`config.mk`:
```
export PLATFORM = sky130hd
export DESIGN_NAME = sidd_datapath
export DESIGN_NICKNAME = d
export VERILOG_FILES = /design/src/rtl/sidd_pkg.sv /design/src/rtl/sidd_alu.sv /design/src/rtl/sidd_datapath.sv
export VERILOG_INCLUDE_DIRS = /design/src /design/src/rtl
export SDC_FILE = /design/constraint.sdc
export NUM_CORES = 1
export LEC_CHECK = 0
export BUFFER_PORTS_ARGS = -buffer_cell sky130_fd_sc_hd__buf_2
export CORE_MARGIN = 2
export CORE_UTILIZATION = 51
export DETAILED_ROUTE_END_ITERATION = 8
export PLACE_DENSITY = 0.8
export SLEW_MARGIN = 5
export SYNTH_ARGS = -nofsm -noshare
export SYNTH_HDL_FRONTEND = slang
export SYNTH_SLANG_ARGS = --single-unit
```
`constraint.sdc`:
```
create_clock -name pclk -period 4.1 [get_ports pclk]
set_input_delay 0.41 -clock pclk [delete_from_list [all_inputs] [get_ports pclk]]
set_output_delay 0.41 -clock pclk [all_outputs]
set_load 0.03 [all_outputs]
```
`src/rtl/sidd_regs.svh`:
```
// Register offsets, field positions and reset values of the subtract and step datapath.
`ifndef SIDD_REGS_SVH
`define SIDD_REGS_SVH

// Byte offsets of the register words on the APB side.
`define SIDD_WORK_OFS     8'h00
`define SIDD_OPND_OFS     8'h04
`define SIDD_STAT_OFS     8'h08
`define SIDD_CMD_OFS      8'h0C
`define SIDD_MEMRES_OFS   8'h10

// Command word fields.
`define SIDD_CMD_OP_HI    2
`define SIDD_CMD_OP_LO    0
`define SIDD_CMD_DEST_BIT 3
`define SIDD_OP_LAST      3'h4

// Status word bit positions.
`define SIDD_ST_ZERO      0
`define SIDD_ST_BORROW    1
`define SIDD_ST_HALF      2
`define SIDD_ST_RANGE     3

// Reset values.
`define SIDD_DATA_RST     8'h00
`define SIDD_FLAG_RST     1'b0

`endif

```
`src/rtl/sidd_pkg.sv`:
```
// Types shared by the subtract and step datapath.
package sidd_pkg;
    typedef enum logic [2:0] {
        SIDD_OP_SUB,
        SIDD_OP_SUBC,
        SIDD_OP_SUBC_SGL,
        SIDD_OP_INC,
        SIDD_OP_DEC
    } sidd_op_t;
endpackage

```
`src/rtl/sidd_alu.sv`:
```
// Adder that forms sums and differences with borrow, half borrow and range fault.
`timescale 1ns/100ps
`default_nettype none
module sidd_alu #(
    parameter int DW = 8
) (
    input  wire logic [DW-1:0] a,
    input  wire logic [DW-1:0] b,
    input  wire logic          cin,
    input  wire logic          sub,
    output logic      [DW-1:0] res,
    output logic               cout,
    output logic               half,
    output logic               ovf
);
    logic [DW-1:0] bx;
    logic          cx;
    logic [DW:0]   full;
    logic [4:0]    low;

    // Subtraction adds the complement of b and the inverted borrow in.
    always_comb begin
        bx   = sub ? ~b : b;
        cx   = sub ? ~cin : cin;
        full = {1'b0, a} + {1'b0, bx} + {{DW{1'b0}}, cx};
        low  = {1'b0, a[3:0]} + {1'b0, bx[3:0]} + {4'h0, cx};
        res  = full[DW-1:0];
        cout = sub ? ~full[DW] : full[DW];
        half = sub ? ~low[4] : low[4];
        ovf  = (a[DW-1] == bx[DW-1]) && (res[DW-1] != a[DW-1]);
    end
endmodule
`default_nettype wire

```
`src/rtl/sidd_datapath.sv`:
```
// Subtract, subtract-with-borrow, increment and decrement datapath with APB registers.
//
// The register addresses and the APB slave port were decided locally.
`timescale 1ns/100ps
`default_nettype none
`include "sidd_regs.svh"
module sidd_datapath #(
    parameter int DW = 8
) (
    input  wire logic          pclk,
    input  wire logic          presetn,
    input  wire logic          psel,
    input  wire logic          penable,
    input  wire logic          pwrite,
    input  wire logic [7:0]    paddr,
    input  wire logic [31:0]   pwdata,
    output logic      [31:0]   prdata,
    output logic               pready,
    output logic               pslverr,
    output logic      [DW-1:0] work_out,
    output logic               mem_wr_en,
    output logic      [DW-1:0] mem_wr_data
);
    generate
        if (DW < 5 || DW > 32) begin : g_bad_width
            $error("sidd_datapath: DW must lie between 5 and 32");
        end
    endgenerate

    logic [DW-1:0]         work_ff;
    logic [DW-1:0]         opnd_ff;
    logic [DW-1:0]         memres_ff;
    logic                  zero_ff;
    logic                  borrow_ff;
    logic                  half_ff;
    logic                  range_ff;
    logic                  exec_ff;
    logic                  dest_mem_ff;
    sidd_pkg::sidd_op_t    op_ff;
    logic                  pready_ff;
    logic                  pslverr_ff;
    logic [31:0]           prdata_ff;
    logic                  mem_wr_en_ff;
    logic [DW-1:0]         mem_wr_data_ff;
    logic                  xfer;
    logic                  wr_cmd;
    logic [DW-1:0]         alu_a;
    logic [DW-1:0]         alu_b;
    logic                  alu_cin;
    logic                  alu_sub;
    logic [DW-1:0]         alu_res;
    logic                  alu_cout;
    logic                  alu_half;
    logic                  alu_ovf;
    logic                  to_mem;
    logic                  cmd_ok;

    // Returns one when the address names a mapped register word.
    function automatic logic addr_ok(input logic [7:0] addr);
        addr_ok = (addr == `SIDD_WORK_OFS) || (addr == `SIDD_OPND_OFS) ||
                  (addr == `SIDD_STAT_OFS) || (addr == `SIDD_CMD_OFS) ||
                  (addr == `SIDD_MEMRES_OFS);
    endfunction

    // Returns one when a bus write of that address in this cycle completes.
    function automatic logic wr_hit(input logic [7:0] offs);
        wr_hit = xfer && pwrite && (paddr == offs);
    endfunction

    // A transfer completes when the registered ready meets the access phase.
    assign xfer   = psel && penable && pready_ff;
    assign cmd_ok = pwdata[`SIDD_CMD_OP_HI:`SIDD_CMD_OP_LO] <= `SIDD_OP_LAST;
    assign wr_cmd = wr_hit(`SIDD_CMD_OFS) && cmd_ok;

    // Selects adder operands from the latched command.
    always_comb begin
        alu_a   = work_ff;
        alu_b   = opnd_ff;
        alu_cin = 1'b0;
        alu_sub = 1'b1;
        to_mem  = dest_mem_ff;
        case (op_ff)
            sidd_pkg::SIDD_OP_SUB: begin
                alu_a = dest_mem_ff ? opnd_ff : work_ff;
                alu_b = dest_mem_ff ? work_ff : opnd_ff;
            end
            sidd_pkg::SIDD_OP_SUBC: begin
                alu_a   = dest_mem_ff ? opnd_ff : work_ff;
                alu_b   = dest_mem_ff ? work_ff : opnd_ff;
                alu_cin = borrow_ff;
            end
            sidd_pkg::SIDD_OP_SUBC_SGL: begin
                alu_a   = dest_mem_ff ? opnd_ff : work_ff;
                alu_b   = '0;
                alu_cin = borrow_ff;
            end
            sidd_pkg::SIDD_OP_INC: begin
                alu_a   = opnd_ff;
                alu_b   = '0;
                alu_cin = 1'b1;
                alu_sub = 1'b0;
                to_mem  = 1'b1;
            end
            sidd_pkg::SIDD_OP_DEC: begin
                alu_a   = opnd_ff;
                alu_b   = '0;
                alu_cin = 1'b1;
                to_mem  = 1'b1;
            end
            default: begin
                alu_a   = work_ff;
                alu_b   = opnd_ff;
            end
        endcase
    end

    sidd_alu #(
        .DW (DW)
    ) u_alu (
        .a    (alu_a),
        .b    (alu_b),
        .cin  (alu_cin),
        .sub  (alu_sub),
        .res  (alu_res),
        .cout (alu_cout),
        .half (alu_half),
        .ovf  (alu_ovf)
    );

    // Latches a valid command; execution follows on the next edge.
    always_ff @(posedge pclk or negedge presetn) begin
        if (!presetn) begin
            exec_ff     <= 1'b0;
            dest_mem_ff <= 1'b0;
            op_ff       <= sidd_pkg::SIDD_OP_SUB;
        end else begin
            exec_ff <= wr_cmd;
            if (wr_cmd) begin
                dest_mem_ff <= pwdata[`SIDD_CMD_DEST_BIT];
                op_ff       <= sidd_pkg::sidd_op_t'(pwdata[`SIDD_CMD_OP_HI:`SIDD_CMD_OP_LO]);
            end
        end
    end

    // Work register: a result bound for it wins over a bus write in the same cycle.
    always_ff @(posedge pclk or negedge presetn) begin
        if (!presetn) begin
            work_ff <= DW'(`SIDD_DATA_RST);
        end else if (exec_ff && !to_mem) begin
            work_ff <= alu_res;
        end else if (wr_hit(`SIDD_WORK_OFS)) begin
            work_ff <= pwdata[DW-1:0];
        end
    end

    // Operand word written by software for the memory operand.
    always_ff @(posedge pclk or negedge presetn) begin
        if (!presetn) begin
            opnd_ff <= DW'(`SIDD_DATA_RST);
        end else if (wr_hit(`SIDD_OPND_OFS)) begin
            opnd_ff <= pwdata[DW-1:0];
        end
    end

    // Memory write-back strobe and data, also kept for software to read.
    always_ff @(posedge pclk or negedge presetn) begin
        if (!presetn) begin
            mem_wr_en_ff   <= 1'b0;
            mem_wr_data_ff <= DW'(`SIDD_DATA_RST);
            memres_ff      <= DW'(`SIDD_DATA_RST);
        end else begin
            mem_wr_en_ff <= exec_ff && to_mem;
            if (exec_ff && to_mem) begin
                mem_wr_data_ff <= alu_res;
                memres_ff      <= alu_res;
            end
        end
    end

    // Flags follow the result in the write cycle; this update wins over a bus write.
    always_ff @(posedge pclk or negedge presetn) begin
        if (!presetn) begin
            zero_ff   <= `SIDD_FLAG_RST;
            borrow_ff <= `SIDD_FLAG_RST;
            half_ff   <= `SIDD_FLAG_RST;
            range_ff  <= `SIDD_FLAG_RST;
        end else if (exec_ff) begin
            zero_ff   <= (alu_res == '0);
            borrow_ff <= alu_cout;
            half_ff   <= alu_half;
            range_ff  <= alu_ovf;
        end else if (wr_hit(`SIDD_STAT_OFS)) begin
            zero_ff   <= pwdata[`SIDD_ST_ZERO];
            borrow_ff <= pwdata[`SIDD_ST_BORROW];
            half_ff   <= pwdata[`SIDD_ST_HALF];
            range_ff  <= pwdata[`SIDD_ST_RANGE];
        end
    end

    // APB answer: ready rises one cycle into the access phase, with data and error.
    always_ff @(posedge pclk or negedge presetn) begin
        if (!presetn) begin
            pready_ff  <= 1'b0;
            pslverr_ff <= 1'b0;
            prdata_ff  <= 32'h0000_0000;
        end else begin
            pready_ff  <= psel && penable && !pready_ff;
            pslverr_ff <= psel && penable && !pready_ff && !addr_ok(paddr);
            prdata_ff  <= 32'h0000_0000;
            if (psel && penable && !pready_ff && !pwrite) begin
                case (paddr)
                    `SIDD_WORK_OFS:   prdata_ff <= 32'(work_ff);
                    `SIDD_OPND_OFS:   prdata_ff <= 32'(opnd_ff);
                    `SIDD_STAT_OFS:   prdata_ff <= 32'({range_ff, half_ff, borrow_ff, zero_ff});
                    `SIDD_CMD_OFS:    prdata_ff <= 32'({dest_mem_ff, op_ff});
                    `SIDD_MEMRES_OFS: prdata_ff <= 32'(memres_ff);
                    default:          prdata_ff <= 32'h0000_0000;
                endcase
            end
        end
    end

    // Outputs straight from flip-flops.
    assign prdata      = prdata_ff;
    assign pready      = pready_ff;
    assign pslverr     = pslverr_ff;
    assign work_out    = work_ff;
    assign mem_wr_en   = mem_wr_en_ff;
    assign mem_wr_data = mem_wr_data_ff;

    // Checks that each operation lands its result in the right place and that the flags follow the result.
    sub_work_a: assert property (@(posedge pclk) disable iff (!presetn)
        exec_ff && op_ff == sidd_pkg::SIDD_OP_SUB && !dest_mem_ff
        |=> work_ff == $past(work_ff - opnd_ff) && !mem_wr_en_ff)
        else $error("subtract to work register wrong");
    sub_mem_a: assert property (@(posedge pclk) disable iff (!presetn)
        exec_ff && op_ff == sidd_pkg::SIDD_OP_SUB && dest_mem_ff
        |=> mem_wr_en_ff && mem_wr_data_ff == $past(opnd_ff - work_ff) && $stable(work_ff))
        else $error("subtract to memory wrong");
    subc_work_a: assert property (@(posedge pclk) disable iff (!presetn)
        exec_ff && op_ff == sidd_pkg::SIDD_OP_SUBC && !dest_mem_ff
        |=> work_ff == $past(work_ff - opnd_ff - DW'(borrow_ff)))
        else $error("borrow subtract to work register wrong");
    subc_mem_a: assert property (@(posedge pclk) disable iff (!presetn)
        exec_ff && op_ff == sidd_pkg::SIDD_OP_SUBC && dest_mem_ff
        |=> mem_wr_en_ff && mem_wr_data_ff == $past(opnd_ff - work_ff - DW'(borrow_ff)))
        else $error("borrow subtract to memory wrong");
    sgl_work_a: assert property (@(posedge pclk) disable iff (!presetn)
        exec_ff && op_ff == sidd_pkg::SIDD_OP_SUBC_SGL && !dest_mem_ff
        |=> work_ff == $past(work_ff - DW'(borrow_ff)))
        else $error("single borrow subtract on work register wrong");
    sgl_mem_a: assert property (@(posedge pclk) disable iff (!presetn)
        exec_ff && op_ff == sidd_pkg::SIDD_OP_SUBC_SGL && dest_mem_ff
        |=> mem_wr_en_ff && mem_wr_data_ff == $past(opnd_ff - DW'(borrow_ff)))
        else $error("single borrow subtract on memory wrong");
    inc_mem_a: assert property (@(posedge pclk) disable iff (!presetn)
        exec_ff && op_ff == sidd_pkg::SIDD_OP_INC
        |=> mem_wr_en_ff && mem_wr_data_ff == $past(opnd_ff + DW'(1)) && $stable(work_ff))
        else $error("increment wrong");
    dec_mem_a: assert property (@(posedge pclk) disable iff (!presetn)
        exec_ff && op_ff == sidd_pkg::SIDD_OP_DEC
        |=> mem_wr_en_ff && mem_wr_data_ff == $past(opnd_ff - DW'(1)))
        else $error("decrement wrong");
    flag_zero_a: assert property (@(posedge pclk) disable iff (!presetn)
        exec_ff |=> zero_ff == ($past(alu_res) == '0) && borrow_ff == $past(alu_cout)
        && half_ff == $past(alu_half) && range_ff == $past(alu_ovf))
        else $error("flags not updated with the result");
endmodule
`default_nettype wire

```
; ---- Word level (Yosys, flattened, before mapping)
; Cells that the tools add are included.
; Widths: inputs -> output; s select.
[classes]
bitwise_logic = 4
muxes = 22
order_cmp = 1
n_reduce_logical = 32
n_addsub = 4
n_eq_ne = 10
n_div = 0
n_shift = 0
multipliers = 0
[op_table]
columns = cell, n
row1 = $mux 8, 5
row2 = $pmux 8 s5, 1
row3 = $mux 32, 1
row4 = $pmux 8 s2, 2
row5 = $eq 8x4->1 const B, 2
row6 = $logic_not 8->1, 2
row7 = $logic_and 1x1->1, 14
row8 = $mux 1, 12
row9 = $add 8x8->9, 1
row10 = $add 9x1->9, 1
row11 = $eq 8x3->1 const B, 1
row12 = $eq 8x5->1 const B, 1
row13 = $not 8->8, 1
row14 = $eq 3x2->1 const B, 2
row15 = $reduce_or 2->1, 3
row16 = $reduce_or 3->1, 2
row17 = $add 4x4->5, 1
row18 = $add 5x1->5, 1
row19 = $logic_not 1->1, 4
row20 = $logic_or 1x1->1, 4
row21 = $reduce_bool 2->1, 2
row22 = $eq 3x1->1 const B, 1
row23 = $eq 3x3->1 const B, 1
row24 = $le 3x3->1 const B, 1
row25 = 5 further kinds, 7
[word_totals]
word_cells = 87
latchBits = 0
ram_bits = 0
mem_count = 0
rom_bits = 0
ff_bits = 68
inputBits = 45

; ---- Depth between registers and ports, before layout
[logic_depth]
word_depth = 10
depth_mapped = 14
depth_no_buf = 12

; ---- Cells and area by module
; Synthesis repeated with hierarchy kept, for this count alone.
[hier_totals]
hier_cells = 271
hier_area_um2 = 3000.4
[modules_own_cells]
columns = module, instances, area_each_um2, cells_per_inst, seq_area_each_um2
row1 = sidd_datapath, 1, 2576.2, 221, 1101.1
row2 = sidd_alu, 1, 424.2, 50, 0.0

; ---- Least setup slack after synthesis
; OpenSTA, ideal clock, no wires.
[synth_timing]
path_kind = register -> register
from = reg op_ff[0]
to = reg zero_ff
path_stages_with_launch = 13
path_slack_ns = 0.806
setup_time_ns = 0.087
synth_period_minus_slack_ns = 3.294
path_buffers = 1
arrival_ns = 3.206
path_cell_list = dfrtp_1 > clkbuf_1 > nand2b_1 > o22ai_1 > mux2_2 > fa_1 > fa_1 > nand3_1 > nand2_1 > xnor2_1 > and4_1 > nand4_1 > a22oi_1
[synth_via]
elab_chain_cells = 9
[synth_rtl]
columns = element, line
row1 = "start, declared", sidd_datapath.sv:39  ; sidd_pkg::sidd_op_t op_ff;
row2 = "start signal, assigned", sidd_datapath.sv:135  ; op_ff <= sidd_pkg::SIDD_OP_SUB;
row3 = "start signal, assigned", sidd_datapath.sv:140  ; op_ff <= sidd_pkg::sidd_op_t'(pwdata[`SIDD_CMD_OP_HI:`SIDD_CMD_OP_LO]);
row4 = "$eq 3x3->1, or another cell as far along", sidd_datapath.sv:82  ; case (op_ff)
row5 = $reduce_or 3->1 (no line) or $reduce_or 2->1 (tied branches), n/a
row6 = $pmux 8 s2, sidd_datapath.sv:82
row7 = $not 8->8, sidd_alu.sv:23  ; bx = sub ? ~b : b;
row8 = $mux 8, sidd_alu.sv:23
row9 = $add 8x8->9, sidd_alu.sv:25  ; full = {1'b0, a} + {1'b0, bx} + {{DW{1'b0}}, cx};
row10 = $add 9x1->9 (*), sidd_alu.sv:25
row11 = $logic_not 8->1 (*), sidd_datapath.sv:188  ; zero_ff <= (alu_res == '0);
row12 = $mux 1 (*), sidd_datapath.sv:187  ; end else if (exec_ff) begin
row13 = "end signal, assigned", sidd_datapath.sv:183  ; zero_ff <= `SIDD_FLAG_RST;
row14 = "end signal, assigned", sidd_datapath.sv:188
row15 = "end signal, assigned", sidd_datapath.sv:193  ; zero_ff <= pwdata[`SIDD_ST_ZERO];
row16 = "end, declared", sidd_datapath.sv:33  ; logic zero_ff;
; Every way passes the cells marked *; elsewhere a longest branch is shown, timed or not.
; A chain may end at the register's enable or synchronous reset.

; ---- Worst setup path in the final report
[layout_timing]
from = reg op_ff[1]
to = reg zero_ff
; The elaborated chain is that of the path after synthesis.

==> results by group <==
Run status
  – Outcome: finished, final reports clean

Worst setup path
  – Critical-path cell list: a21oi_1 > o22ai_1 > buf_4 > mux2_2 > ha_1 > a211oi_1 > o21ai_0 > a221oi_2 > xor2_1 > nand4_1 > a22oi_1
  – Worst setup path start: op_ff[1]$_DFFE_PN0P_
  – Stages on worst setup path: 11
  – Required @ worst endpoint: 4320 ps
  – Crit start category: flop
  – CP endpoint kind: flop
  – Critical path peak fanout: 16
  – Flop2flop setup slack: 390 ps
  – Critical R2R Launch: op_ff[1]$_DFFE_PN0P_
  – Type of the worst setup path: flop to flop
  – Critical R2R Capture: zero_ff$_DFFE_PN0P_
  – End point of the critical path: zero_ff$_DFFE_PN0P_
  – CP top delay family: compound AO/OA/AOI/OAI gates
  – Critical Path AT: 3930 ps
  – Crit path buf inv count: 1
  – Largest stage delay, worst path: 670 ps
  – Reg2Reg Depth: 11
  – Slowest-stage cell, CP: dfrtp_1

Pwr
  – PD cells: 269 nW/µm²
  – Internal Power: 0.644 mW
  – Sw frac: 26.4%
  – Leak: 1.60 nW
  – Logic gate share of total power: 11.7%
  – NetSw: 0.231 mW
  – Clock power share: 38.2%
  – Peak VDD IR: 173 µV
  – Seq pwr share: 50.2%

Floorplanning
  – Die width: 80.4 µm
  – Core Area: 5570 µm²
  – Die Area: 6470 µm²
  – Die Ht: 80.4 µm
  – FP Rows: 27
  – Initial core utilization: 53.5%
  – Ports: 96

Logic synthesis
  – EDFF count, synth: 0
  – Synth async-reset ratio: 100%
  – Ys flop type: dfrtp_1
  – Register bit total from synthesis: 44
  – Post-synthesis sequential area ratio: 36.9%
  – Mapped Area: 2980 µm²
  – Syn Area/Cell: 9.61 µm²
  – Cell variety after synth: 48
  – YS warnings: 0
  – Syn Inst Count: 310

Finish
  – Finished Core Util: 58.4%
  – P&R area growth vs syn: 9.19%
  – Layout Nets: 402
  – Fill cells: 509
  – Share of cells above drive strength 1: 26.4%
  – Final cell count without fillers: 421
  – Antenna Cells: 0
  – Fin area: 3250 µm²

STA
  – Max Slew Vio Count: 0
  – Final Hold Viols: 0
  – Highest Clock Rate: 270 MHz
  – Slew margin rel.: 33.7%
  – Total negative slack: 0 ps
  – RSZ-0062 raised after global routing: false
  – Final worst slack: 390 ps
  – Min Tclk post-route: 3710 ps
  – Clock skew: 10.9 ps
  – Fin crit share: 90.5%
  – Final setup vio count: 0
  – Least-Margin Pin Slew: 995 ps

Clocking
  – CTS root buf: clkbuf_8
  – Clk buf depth: 2
  – CTS Buf Count: 5
  – Clk slew on worst S/H paths: 90 ps
  – TritonCTS clock tree: done
  – Post_cts resized: 0
  – Setup Buffers After CTS: 0
  – Hold buffer count at CTS: 0
  – H-tree depth: 2
  – Worst-Skew Late Latency: 310 ps
  – Sink Count: 44

Global route
  – Initial antenna violation count: 0
  – First-pass GRT wire length: 11100 µm
  – Total global routing overflow: 0
  – Pin count of the biggest net entering global routing: 45
  – Vias in the first global route: 2210
  – Total track usage: 22.8%

Placed design
  – GPL Wtd Cong: 0.982
  – Pre-CTS setup slack: 609 ps
  – Placed Area: 3150 µm²
  – Post-DP HPWL: 5070 µm
  – IO Port Bufs: 47
  – DP Cell Count: 413

Route
  – Total number of vias: 2393
  – Drc violations: 0
  – WL/cell: 16.3 µm
  – Post-Route WL: 6880 µm
  – DR vias/cell: 5.68
  – Drt first pass iters: 4
  – Post-route ant nets: 0
  – DR iter-0 viols: 149

Run
  – Max_cap viols: 0

Hold path
  – Worst hold path class: primary input to async pin
## cells in the mapped netlist (2+ instances only)
library cell	n	area, µm²
nor2b_1	4	25.0
nand2_1	21	78.8
mux2i_1	17	170
o22a_1	8	70.1
xor2_1	5	43.8
mux2_4	5	75.1
and4_2	2	20.0
a21o_1	2	15.0
xnor2_1	4	35.0
nand2b_1	2	12.5
nand4_1	2	12.5
clkbuf_1	11	41.3
o32ai_1	2	17.5
dfrtp_1	44	1100
a31oi_1	2	12.5
buf_2	4	20.0
nor2_1	28	105
nor3b_1	2	15.0
ha_1	7	87.6
nor3_1	3	15.0
o21ai_1	3	15.0
inv_1	5	18.8
a21oi_1	19	95.1
fa_1	2	40.0
nand3b_2	2	22.5
buf_4	25	188
o21ai_0	28	140
mux2_2	20	225
nand3_1	5	25.0
o221ai_1	8	70.1
## power groups by stage
stage	registers, mW	clock network, mW	logic, mW
CTS	0.439	0.339	0.102
detailed placement	0.447	0	0.102
global route	0.439	0.352	0.112
finish	0.439	0.334	0.102
global placement	0.447	0	0.0999
floorplan	0.450	0	0.0849
## sequential cells by signal, summed over array words and instances, names as in the netlist
name         cells
pready           1
half_ff          1
exec_ff          1
pslverr          1
range_ff         1
prdata           8
op_ff            3
mem_wr_data      8
zero_ff          1
work_out         8
mem_wr_en        1
borrow_ff        1
opnd_ff          8
dest_mem_ff      1
## area by class of cell
class	count	area (µm²)	area share [%]
Multi-Input combinational cell	242	1680	51.6
Tap cell	72	90.1	2.77
Clock inverter	2	35.0	1.08
Timing Repair Buffer	50	258	7.92
Clock buffer	6	72.6	2.23
Sequential cell	44	1100	33.8
Inverter	5	18.8	0.577
## logic make-up (layout without fill, tap and decap cells)
| logic type | count (synthesis) | after routing | share of synthesized area [%] |
|---|---|---|---|
| flops | 44 | 44 | 36.9 |
| compound gates | 81 | 81 | 17.4 |
| buf+inv | 47 | 63 | 9.61 |
| other cells | 1 | 24 | 0.126 |
| simple gates | 77 | 77 | 13.2 |
| xor+xnor | 9 | 9 | 2.64 |
| fa+ha+maj | 9 | 9 | 4.28 |
| mux | 42 | 42 | 15.8 |
## metrics by stage
| step | total power [mW] | hold slack, ps |
|---|---|---|
| floorplan | 0.535 | 114 |
| detailed placement | 0.549 | 497 |
| global placement | 0.547 | 492 |
| CTS | 0.880 | 294 |
| finish | 0.875 | 248 |
| global route | 0.902 | 342 |
## worst min path at each step
stage / cells past startpoint / endpoint
after detailed placement: 2 / mem_wr_data[6]$_DFFE_PN0P_
after global routing: 1 / work_out[1]$_DFFE_PN0P_
after global placement: 2 / mem_wr_data[7]$_DFFE_PN0P_
after floorplan: 0 / borrow_ff$_DFFE_PN0P_
after CTS: 1 / opnd_ff[1]$_DFFE_PN0P_
final: 1 / work_out[1]$_DFFE_PN0P_
## cells in the final DEF, fill, tap and decap left out, types with 5 or more instances in the layout
cell type	synthesis	layout
inv_1	5	5
o22a_1	8	8
o221ai_1	8	8
nor2_1	28	28
dfrtp_1	44	44
conb_1	1	24
xor2_1	5	5
nand2_1	21	21
clkbuf_8	0	5
o21ai_0	28	28
ha_1	7	7
a21oi_1	19	19
mux2i_1	17	17
nand3_1	5	5
mux2_4	5	5
mux2_2	20	20
buf_2	4	47
## layer usage
metal  vias to the layer above  share of wire [%]  wire length [µm]  global-route usage, %
met1                      1132                 41              2810                   29.1
met2                        98                 48              3300                   36.3
li1                       1141                  -                 -                      -
met5                         -                  0                 0                      0
met3                        22                7.3               500                   4.49
met4                         0                4.0               272                   12.4
Note: power is estimated with default switching activity, not from simulation.
